**src/logic/fid_map.svh**
```systemverilog
// encodings, field positions and reset values of the instruction datapath
`ifndef FID_MAP_SVH
`define FID_MAP_SVH
`define FID_OP_MOVE     3'h0
`define FID_OP_ADD      3'h1
`define FID_OP_AND      3'h2
`define FID_OP_XOR      3'h3
`define FID_OP_XEC      3'h4
`define FID_OP_NZT      3'h5
`define FID_OP_LITERAL_TRANSMIT     3'h6
`define FID_OP_JMP      3'h7
`define FID_SEL_LEFT    2'h2
`define FID_SEL_RIGHT   2'h3
`define FID_ADR_REG     2'h1
`define FID_ADR_LEFT    3'h7
`define FID_ADR_RIGHT   3'h6
`define FID_AUX_IDX     3'h0
`define FID_LEN_FULL    4'h8
`define FID_HI_LSB      8
`define FID_FETCH_RST   13'h0000
`define FID_PC_RST      13'h0001
`define FID_OVF_RST     1'b0
`define FID_BYTE_RST    8'h00
`endif

```
**src/logic/fid_pkg.sv**
```systemverilog
// types shared by the instruction datapath
`include "fid_map.svh"
package fid_pkg;
    typedef enum logic [2:0] {
        FID_MOVE = `FID_OP_MOVE,
        FID_ADD  = `FID_OP_ADD,
        FID_AND  = `FID_OP_AND,
        FID_XOR  = `FID_OP_XOR,
        FID_XEC  = `FID_OP_XEC,
        FID_NZT  = `FID_OP_NZT,
        FID_LITERAL_TRANSMIT = `FID_OP_LITERAL_TRANSMIT,
        FID_JMP  = `FID_OP_JMP
    } fid_op_e;
    typedef struct packed {
        fid_op_e    op;
        logic [1:0] s1;
        logic [2:0] s2;
        logic [2:0] len;
        logic [1:0] d1;
        logic [2:0] d2;
    } fid_ins_s;
    typedef struct packed {
        logic left_port_group;
        logic right_port_group;
    } fid_rd_s;
    typedef struct packed {
        logic [7:0] data;
        logic       oe;
        logic       left_port_group;
        logic       right_port_group;
        logic       select_command_line;
        logic       write_cmd;
    } fid_bus_s;
endpackage : fid_pkg

```
**src/logic/fid_datapath.sv**
```systemverilog
// instruction decoder and rotate/mask/alu/shift/merge datapath
// What this block does
// - 16-bit word, opcode in top three bits
// - eight classes: alu, move, transmit, jumps, execute
// - source digit picks source, second gives bank lsb or names register
// - source digit 2 left group, 3 right
// - length field gives contiguous operand bit count
// - destination digit 0/1 picks working register, except 1 with second digit 6/7 (address)
// - second source digit rotates a bank field right-justified
// - mask keeps length bits from the right
// - combine with same low bits of aux
// - bank destination shifts result left, merges
// - merge replaces only the shifted length bits
// - one length governs whole instruction cycle
// - rotate to merge done in one cycle
// - opcode 1 is add
// - destinations: register, group data, group address
// - transmit literal; move register as address
// - jump always; nonzero test branches else sequential
// - execute redirects one fetch, counter untouched
// - execute target is high counter bits with source plus literal as low byte
// - add overflow kept in one-bit register
// - address on bus raises select command line
`timescale 1ns/100ps
`default_nettype none
`include "fid_map.svh"
module fid_datapath (
    input  wire logic              clk_sys,
    input  wire logic              arst_n,
    input  wire fid_pkg::fid_ins_s instr_word,
    input  wire logic [7:0]        port_vector_bus_in,
    output logic [12:0]            fetch_address_reg,
    output var fid_pkg::fid_rd_s   rd_req,
    output var fid_pkg::fid_bus_s  bus_drive,
    output logic                   add_overflow_flag
);
    import fid_pkg::*;

    logic [12:0] fetch_q, fetch_d, pc_q, pc_d;
    logic        ovf_q, ovf_d;
    logic [7:0]  reg_q [8];
    logic [7:0]  reg_d [8];
    fid_bus_s    bus_q, bus_d;

    fid_ins_s    ins;
    logic        src_bank, alu_op, literal_transmit, ctl_read;
    logic [7:0]  src_raw, rot, mask, opnd, aux, res, lit;
    logic [7:0]  res_sh, mask_sh, merged, val, xec_lo;
    logic [15:0] rot16, sh16, msk16;
    logic [3:0]  len_eff;
    logic [2:0]  rot_amt, tgt2;
    logic [1:0]  tgt1;
    logic [8:0]  sum9, mask9;
    logic        carry;

    assign ins = instr_word;
    assign lit = {ins.len, ins.d1, ins.d2};
    // one length value feeds select, alu and merge alike
    assign len_eff = (ins.len == 3'h0) ? `FID_LEN_FULL
                                       : {1'b0, ins.len};
    assign alu_op = (ins.op == FID_MOVE) || (ins.op == FID_ADD)
                 || (ins.op == FID_AND) || (ins.op == FID_XOR);
    assign literal_transmit = (ins.op == FID_LITERAL_TRANSMIT);
    assign ctl_read = (ins.op == FID_XEC) || (ins.op == FID_NZT);
    assign src_bank = ins.s1[1];

    // input-phase group enables are combinational from the word
    always_comb begin
        rd_req.left_port_group  = (alu_op || ctl_read)
                               && (ins.s1 == `FID_SEL_LEFT);
        rd_req.right_port_group = (alu_op || ctl_read)
                               && (ins.s1 == `FID_SEL_RIGHT);
    end

    // registers are named by the second digit and never rotated
    assign src_raw = src_bank ? port_vector_bus_in : reg_q[ins.s2];
    assign rot_amt = src_bank ? ins.s2 : 3'h0;
    assign rot16   = {src_raw, src_raw} >> rot_amt;
    assign rot     = rot16[7:0];
    assign mask9   = (9'h001 << len_eff) - 9'h001;
    assign mask    = mask9[7:0];
    assign opnd    = rot & mask;
    assign aux     = reg_q[`FID_AUX_IDX] & mask;
    assign sum9    = {1'b0, opnd} + {1'b0, aux};
    assign carry   = sum9[len_eff];

    always_comb begin
        case (ins.op)
            FID_ADD: res = sum9[7:0] & mask;
            FID_AND: res = opnd & aux;
            FID_XOR: res = opnd ^ aux;
            default: res = opnd;
        endcase
    end

    // shift and merge into the source byte as read this cycle (not latched)
    assign sh16    = {8'h00, res} << ins.d2;
    assign msk16   = {8'h00, mask} << ins.d2;
    assign res_sh  = sh16[7:0];
    assign mask_sh = msk16[7:0];
    assign merged  = (src_raw & ~mask_sh)
                   | (res_sh & mask_sh);
    assign xec_lo  = src_raw + lit;

    // transmit names its target in the source digits
    assign tgt1 = literal_transmit ? ins.s1 : ins.d1;
    assign tgt2 = literal_transmit ? ins.s2 : ins.d2;
    assign val  = literal_transmit ? lit
                : (tgt1[1] ? merged : res);

    always_comb begin
        fetch_d = pc_q;
        pc_d    = pc_q + 13'h0001;
        ovf_d   = ovf_q;
        reg_d   = reg_q;
        bus_d   = '0;
        case (ins.op)
            FID_JMP: begin
                fetch_d = ins[12:0];
                pc_d    = ins[12:0] + 13'h0001;
            end
            FID_NZT: begin
                if (src_raw != 8'h00) begin
                    fetch_d = {pc_q[12:`FID_HI_LSB], lit};
                    pc_d    = {pc_q[12:`FID_HI_LSB], lit} + 13'h0001;
                end
            end
            FID_XEC: begin
                // counter stays put so sequencing resumes after target
                fetch_d = {pc_q[12:`FID_HI_LSB], xec_lo};
                pc_d    = pc_q;
            end
            default: begin
                if (ins.op == FID_ADD) begin
                    ovf_d = carry;
                end
                if (tgt1[1]) begin
                    bus_d.data             = val;
                    bus_d.oe               = 1'b1;
                    bus_d.write_cmd        = 1'b1;
                    bus_d.left_port_group  = (tgt1 == `FID_SEL_LEFT);
                    bus_d.right_port_group = (tgt1 == `FID_SEL_RIGHT);
                end else if ((tgt1 == `FID_ADR_REG)
                          && ((tgt2 == `FID_ADR_LEFT)
                           || (tgt2 == `FID_ADR_RIGHT))) begin
                    bus_d.data                = val;
                    bus_d.oe                  = 1'b1;
                    bus_d.write_cmd           = 1'b1;
                    bus_d.select_command_line = 1'b1;
                    bus_d.left_port_group  = (tgt2 == `FID_ADR_LEFT);
                    bus_d.right_port_group = (tgt2 == `FID_ADR_RIGHT);
                end else begin
                    reg_d[tgt2] = val;
                end
            end
        endcase
    end

    always_ff @(posedge clk_sys or negedge arst_n) begin
        if (!arst_n) begin
            fetch_q <= `FID_FETCH_RST;
            pc_q    <= `FID_PC_RST;
            ovf_q   <= `FID_OVF_RST;
            bus_q   <= '0;
            for (int i = 0; i < 8; i++) begin
                reg_q[i] <= `FID_BYTE_RST;
            end
        end else begin
            fetch_q <= fetch_d;
            pc_q    <= pc_d;
            ovf_q   <= ovf_d;
            bus_q   <= bus_d;
            reg_q   <= reg_d;
        end
    end

    assign fetch_address_reg = fetch_q;
    assign bus_drive         = bus_q;
    assign add_overflow_flag = ovf_q;

    // checks
    logic is_addr, is_bank, is_reg;
    assign is_addr = (ins.op != FID_JMP) && (ins.op != FID_NZT)
                  && (ins.op != FID_XEC) && !tgt1[1]
                  && (tgt1 == `FID_ADR_REG)
                  && ((tgt2 == `FID_ADR_LEFT) || (tgt2 == `FID_ADR_RIGHT));
    assign is_bank = alu_op && ins.d1[1];
    assign is_reg  = alu_op && !ins.d1[1] && !is_addr;
endmodule : fid_datapath
`default_nettype wire

```
**config.mk**
```make
export PLATFORM = sky130hd
export DESIGN_NAME = fid_datapath
export DESIGN_NICKNAME = d
export VERILOG_FILES = /design/src/logic/fid_pkg.sv /design/src/logic/fid_datapath.sv
export VERILOG_INCLUDE_DIRS = /design/src /design/src/logic
export SDC_FILE = /design/constraint.sdc
export NUM_CORES = 1
export LEC_CHECK = 0
export BUFFER_PORTS_ARGS = -buffer_cell sky130_fd_sc_hd__clkbuf_2
export CORE_UTILIZATION = 45
export DETAILED_ROUTE_END_ITERATION = 16
export PLACE_DENSITY = 0.66
export SYNTH_ARGS = -nofsm -noshare
export SYNTH_HDL_FRONTEND = slang
export SYNTH_SLANG_ARGS = --single-unit
```
**constraint.sdc**
```tcl
create_clock -name clk_sys -period 3.38 [get_ports clk_sys]
set_input_delay 0.338 -clock clk_sys [delete_from_list [all_inputs] [get_ports clk_sys]]
set_output_delay 0.338 -clock clk_sys [all_outputs]
set_load 0.1 [all_outputs]
```
[Yosys cells after proc, flatten, opt, wreduce, memory -nomap -nowiden]
Index checks and enable logic that the tools add are counted.
Operators by class
  $add $sub $neg: 6
  magnitude comparators: 4
  equality and inequality tests: 14
  shift operators: 4
  mux-type cells: 25
  bitwise operators: 14
  reduce and logical (&&, ||, !) cells: 16
Operator list (count)
  13-bit case mux with 3 select lines: 2
  64-bit bitwise mux: 1
  8-bit two-way mux: 7
  8-bit bitwise AND: 6
  13-bit by 1-bit adder with 13-bit output, second input constant: 3
  13-bit two-way mux: 3
  8-bit binary-select mux with 3-bit select: 1
  8-bit demux with 3-bit select: 1
  8-bit case mux with 3 select lines: 1
  3-bit == test, second input constant: 6
  8-bit by 3-bit left shift with 8-bit output: 2
  16-bit by 3-bit right shift with 8-bit output: 1
  11-bit two-way mux: 1
  8-bit by 8-bit adder with 9-bit output: 1
  8-bit adder: 1
  2-bit == test, second input constant: 4
  4-bit >= comparator, second input constant: 2
  3-bit inverter with 4-bit output: 2
  8-bit inverter: 1
  8-bit OR: 1
  8-bit nonzero test: 1
  1-bit by 4-bit left shift with 8-bit output, first input constant: 1
  8-bit by 1-bit subtractor with 8-bit output, second input constant: 1
  8-bit bitwise XOR: 1
  other kinds (17): 32
Storage, ports and cells
  bits in registers: 104
  input bits: 26

[Longest topological paths before layout]
  depth after elaboration: 18
  gate-level depth with buffers: 19
  mapped depth without buffers: 17

[Least setup slack after synthesis]
No wires, ideal clock.
  path kind: input -> register
  start: input instr_word[5] (netlist bit)
  end: register reg_q[15] (netlist bit)
  arrival: 4.572 ns
  data required time: 3.312 ns
  path slack: -1.260 ns
  stages on the path: 18
  path buffers: 2
  cells stage by stage: buf_1 > nor2_1 > ha_1 > nor2b_1 > clkbuf_1 > inv_1 > ha_1 > nor2_1 > or4b_1 > nand2_1 > ha_1 > a211oi_1 > o21ai_0 > a31oi_1 > xnor2_1 > a31oi_1 > o32ai_1 > mux2_2
Between the ends
  cells in the longest elaborated chain, start to end: 14
  elaborated cells on any way between the ends: 20
Ends and longest elaborated chain
  start: declaration: line fid_datapath.sv:30  | input wire fid_pkg::fid_ins_s instr_word,
  3-bit logical NOT: line fid_datapath.sv:59  | assign len_eff = (ins.len == 3'h0) ? `FID_LEN_FULL
  4-bit two-way mux (*): line fid_datapath.sv:59
  1-bit by 4-bit left shift with 8-bit output (*): line fid_datapath.sv:80  | assign mask9 = (9'h001 << len_eff) - 9'h001;
  8-bit by 1-bit subtractor with 8-bit output (*): line fid_datapath.sv:80
  8-bit bitwise AND (on tied branches): line fid_datapath.sv:82, fid_datapath.sv:83
  8-bit by 8-bit adder with 9-bit output: line fid_datapath.sv:84  | assign sum9 = {1'b0, opnd} + {1'b0, aux};
  8-bit bitwise AND: line fid_datapath.sv:89  | FID_ADD: res = sum9[7:0] & mask;
  8-bit case mux with 3 select lines: line fid_datapath.sv:88  | case (ins.op)
  8-bit by 3-bit left shift with 8-bit output: line fid_datapath.sv:97  | assign sh16 = {8'h00, res} << ins.d2;
  8-bit bitwise AND: line fid_datapath.sv:102  | | (res_sh & mask_sh);
  8-bit OR: line fid_datapath.sv:102
  8-bit two-way mux (*): line fid_datapath.sv:109  | : (tgt1[1] ? merged : res);
  8-bit two-way mux (*): line fid_datapath.sv:108  | assign val = literal_transmit ? lit
  64-bit bitwise mux (*): line fid_datapath.sv:153  | reg_d[tgt2] = val;
  end signal: indexed assignment: line fid_datapath.sv:166  | reg_q[i] <= `FID_BYTE_RST;
  end signal: assignment: line fid_datapath.sv:173  | reg_q <= reg_d;
  end: declaration: line fid_datapath.sv:41  | logic [7:0] reg_q [8];
Mark *: on every way between the ends. The rest lies on a longest branch, timed or not.
A chain may end at the register's enable or synchronous reset.

[Final worst setup path]
  start: register reg_q[56] (netlist bit)
  end: register reg_q[30] (netlist bit)
Between the ends
  cells in the longest elaborated chain, start to end: 15
  elaborated cells on any way between the ends: 18
Ends and longest elaborated chain
  8-bit binary-select mux with 3-bit select: line fid_datapath.sv:76  | assign src_raw = src_bank ? port_vector_bus_in : reg_q[ins.s2];
  8-bit two-way mux (implied by the code) (2 in series): line fid_datapath.sv:76
  8-bit two-way mux: line fid_datapath.sv:76
  16-bit by 3-bit right shift with 8-bit output: line fid_datapath.sv:78  | assign rot16 = {src_raw, src_raw} >> rot_amt;
  8-bit bitwise AND: line fid_datapath.sv:82  | assign opnd = rot & mask;
  8-bit by 8-bit adder with 9-bit output: line fid_datapath.sv:84
  8-bit bitwise AND: line fid_datapath.sv:89
  8-bit case mux with 3 select lines (*): line fid_datapath.sv:88
  8-bit by 3-bit left shift with 8-bit output: line fid_datapath.sv:97
  8-bit bitwise AND: line fid_datapath.sv:102
  8-bit OR: line fid_datapath.sv:102
  8-bit two-way mux (*): line fid_datapath.sv:109
  8-bit two-way mux (*): line fid_datapath.sv:108
  64-bit bitwise mux (*): line fid_datapath.sv:153
Mark *: on every way between the ends. The rest lies on a longest branch, timed or not. The select of a mux whose other input is x is not followed.

==> metrics.md <==
| Metric | Value |
|---|---|
| Wire length of the first global-routing pass | `46500 um` |
| Port-buffer cells | `54` |
| Final setup fails | `64` |
| Post-route ant nets | `0` |
| Largest net degree at the start of global routing | `54` |
| Critical Path AT | `4.04 ns` |
| Top FF cell, synth | `dfrtp_1` |
| Main area contributors after synthesis | `dfrtp_1, mux2_2, nand2_1` |
| Number of H-tree levels | `3` |
| Setup WS post-layout | `-0.345 ns` |
| Min-Delay Path Class | `in2async` |
| Fin. max-slew vios | `0` |
| Via-to-Cell Ratio | `6.19` |
| Leak | `5.39 nW` |
| Sw Pwr | `2.45 mW` |
| Post-synthesis sequential area ratio | `31.3%` |
| YS warnings | `0` |
| Final Cell Area | `0.0118 mm2` |
| Worst vdd ir | `479 uV` |
| Layout area overhead | `42.4%` |
| Fin crit share | `110%` |
| Pre-antenna DRT Iters | `6` |
| RSZ-0062 raised after global routing | `yes` |
| Cell Area, Synth | `0.00825 mm2` |
| CTS tree | `built` |
| Number of synthesized flops with an enable pin | `0` |
| Outcome | `finished, violations left` |
| Die area | `0.0189 mm2` |
| Synth Register Bits | `103` |
| Asr flop ratio synth | `100%` |
| Worst Max-Slew Pin Slew | `1.15 ns` |
| Post-place instance area | `0.0104 mm2` |
| Hold Buf Count CTS | `0` |
| Core box area | `0.0180 mm2` |
| Post-synth top area share | `30.9%` |
| Routed WL | `31800 um` |
| Fin util | `65.4%` |
| Max-cap violation count | `0` |
| Cell Int Power | `3.44 mW` |
| Post-Syn Instances | `910` |
| Endpoint class of the critical path | `flip-flop` |
| Latest clock arrival within the worst-skew pair | `0.37 ns` |
| Tmin final | `3.73 ns` |
| Placed cells | `1351` |
| Hold slack | `-0.000550 ns` |
| Part of the power in the clock network | `19.0%` |
| Die height | `137 um` |
| Die width | `137 um` |
| Comb pwr share | `49.8%` |
| Hpwl dp | `23200 um` |
| Fin cells | `1413` |
| DR DRC count | `0` |
| Synthesized Nets | `960` |
| Largest register FFs | `64` |
| IO Pins | `55` |
| TritonCTS Sinks | `103` |
| Critical path's slowest cell | `or4_4` |
| Share of cells above drive strength 1 | `43.8%` |
| Area leader, netlist | `dfrtp_1` |
| Hold Fails Final Rpt | `1` |
| Vias | `8743` |
| Max stage delay on crit path | `0.52 ns` |
| Congestion Overflow GR | `0` |
| GRT Total Usage | `33.1%` |
| Wirelength per Cell | `22.5 um` |
| Initial DRC count | `793` |
| Highest clock rate | `0.268 GHz` |
| Clk slew on worst S/H paths | `0.09 ns` |
| Flop pwr share | `31.2%` |
| Yosys cell types | `90` |
| Reg area | `0.00258 mm2` |
| Worst setup path class | `reg2reg` |
| FP Rows | `49` |
| Nets | `1229` |
| Power Dens Cells | `501 mW/mm2` |
| Fill count | `1447` |
| Violated checks | `negative hold slack, negative setup slack` |
| Final Skew | `0.0121 ns` |
| Syn avg cell area | `9.07 um2` |
| Number of global-route vias before repair | `8261` |
| Rel. slew slack | `22.6%` |
| Initial antenna violation count | `0` |
| Inserted Clock Buffers | `9` |
| Diode count | `0` |
| Gp weighted congestion | `1.11` |
| CP Launch Type | `flip-flop` |
| Power, Total | `5.89 mW` |
| Crit path required time | `3.70 ns` |
| Initial Util | `45.9%` |
| Sw Ratio | `41.6%` |
| Worst Path Max Fanout | `8` |
| Multi-input logic area | `0.00602 mm2` |
| Crit-path cells | `mux4_2 > nor2_2 > or4_4 > a21oi_4 > ha_2 > inv_2 > fa_2 > nor2b_4 > o311a_1 > buf_4 > o32a_1 > nand4_1 > a21oi_2 > a2bb2oi_2 > buf_12 > mux2_4` |
| Clock Tree Buf Depth | `2` |
| Clk root buf | `clkbuf_16` |
## layer usage
metal	track usage (%)	share of wire, %	vias up
met5	0	0	-
met4	18.4	5.0	0
met3	5.81	7.6	102
met2	53.5	47	448
met1	41.8	40	4235
li1	-	-	3958
## cells by family (layout without fill, tap and decap cells)
kind of cell / after synthesis / in the layout / share of synthesized area [%]
xor gates and xnor gates: 25 / 25 / 2.65
buffers and inverters: 85 / 357 / 4.58
muxes: 117 / 117 / 16.9
DFF: 103 / 103 / 31.3
AOI/OAI and AO/OA: 238 / 240 / 21.4
adders and majority gates: 24 / 24 / 3.82
and+or+nand+nor: 318 / 318 / 19.4
## cell usage in the layout (no fill, tap or decap), types with 12 or more instances in the layout
cell	synthesis	layout
buf_4	5	239
dfrtp_1	102	102
nand2_1	95	94
nor2_1	62	55
clkbuf_2	0	49
mux2_4	0	43
mux2i_1	35	35
a21oi_1	40	31
nand3_1	31	30
mux2_2	68	25
inv_1	24	20
a31oi_1	25	20
o21ai_0	27	20
and2_1	19	18
xnor2_1	17	16
nor3_1	16	16
ha_1	22	15
nor2_2	8	12
nand2b_1	12	12
buf_6	3	12
## power by group through the flow
| stage | Sequential (mW) | Clock, mW | Combinational, mW |
|---|---|---|---|
| after floorplan | 2.14 | 0 | 1.26 |
| after global placement | 1.82 | 0 | 2.48 |
| after detailed placement | 1.84 | 0 | 2.52 |
| after CTS | 1.82 | 1.14 | 2.68 |
| after global routing | 1.88 | 1.18 | 3.10 |
| final | 1.83 | 1.12 | 2.93 |
## area by class of cell
class | instances | share of cell area [%]
Multi-Input combinational cell | 724 | 51.2
Sequential cell | 103 | 21.9
Timing Repair Buffer | 315 | 20.9
Tap cell | 229 | 2.44
Clock buffer | 9 | 1.92
Inverter | 26 | 0.830
Clock inverter | 7 | 0.799
## synth_stat cells (9+ instances only)
cell type and instances:
nand3_1 31, inv_1 24, mux4_2 11, dfrtp_1 102, buf_2 14, xnor2_1 17, ha_1 22, nor2b_1 15
or2_2 9, nand2b_1 12, a21oi_1 40, mux2_2 68, o21ai_0 27, a31oi_1 25, clkbuf_1 30, mux2i_1 35
nand4_1 10, nand2_1 95, nor3_1 16, o22ai_1 10, nor2_1 62, and2_1 19
## critical path, delay by kind of cell (launching register included)
kind,cells,cell delay [ns]
AOI/OAI and AO/OA,5,1.06
and+or+nand+nor,4,0.87
adders and majority gates,2,0.63
muxes,2,0.41
DFF,1,0.37
buffers and inverters,3,0.33
## worst paths after layout
path,end,cells after the start,from,slack (ns)
min reg2reg,reg_q[48]$_DFFE_PN0P_,1,reg_q[48]$_DFFE_PN0P_,0.51
max,reg_q[30]$_DFFE_PN0P_,16,reg_q[56]$_DFFE_PN0P_,-0.35
max in group asynchronous,reg_q[33]$_DFFE_PN0P_,2,arst_n,2.63
min in group clk_sys,fetch_address_reg[1]$_DFF_PN0_,2,instr_word[1],0.27
max reg2reg,reg_q[30]$_DFFE_PN0P_,16,reg_q[56]$_DFFE_PN0P_,-0.35
min,fetch_address_reg[5]$_DFF_PN0_,1,arst_n,-0.0006
## what timing repair did
| action | 4_1_cts | 5_1_grt |
|---|---|---|
| setup buffers | 15 | 31 |
| cloned | 2 | 3 |
| resized for setup | 49 | 101 |
| setup endpoints to repair | 74 | 75 |
| pin swaps | 28 | 45 |
## stage by stage
stage / hold WS, ns / TNS, ns / setup WS [ns]
floorplan: 0.0424 / -21.36 / -0.512
global placement: 0.417 / -44.46 / -0.914
detailed placement: 0.428 / -48.07 / -0.924
CTS: 0.0361 / -10.14 / -0.285
global route: 0.0829 / -18.43 / -0.428
finish: -0.000550 / -12.61 / -0.345
Note: power is estimated with default switching activity, not from simulation.
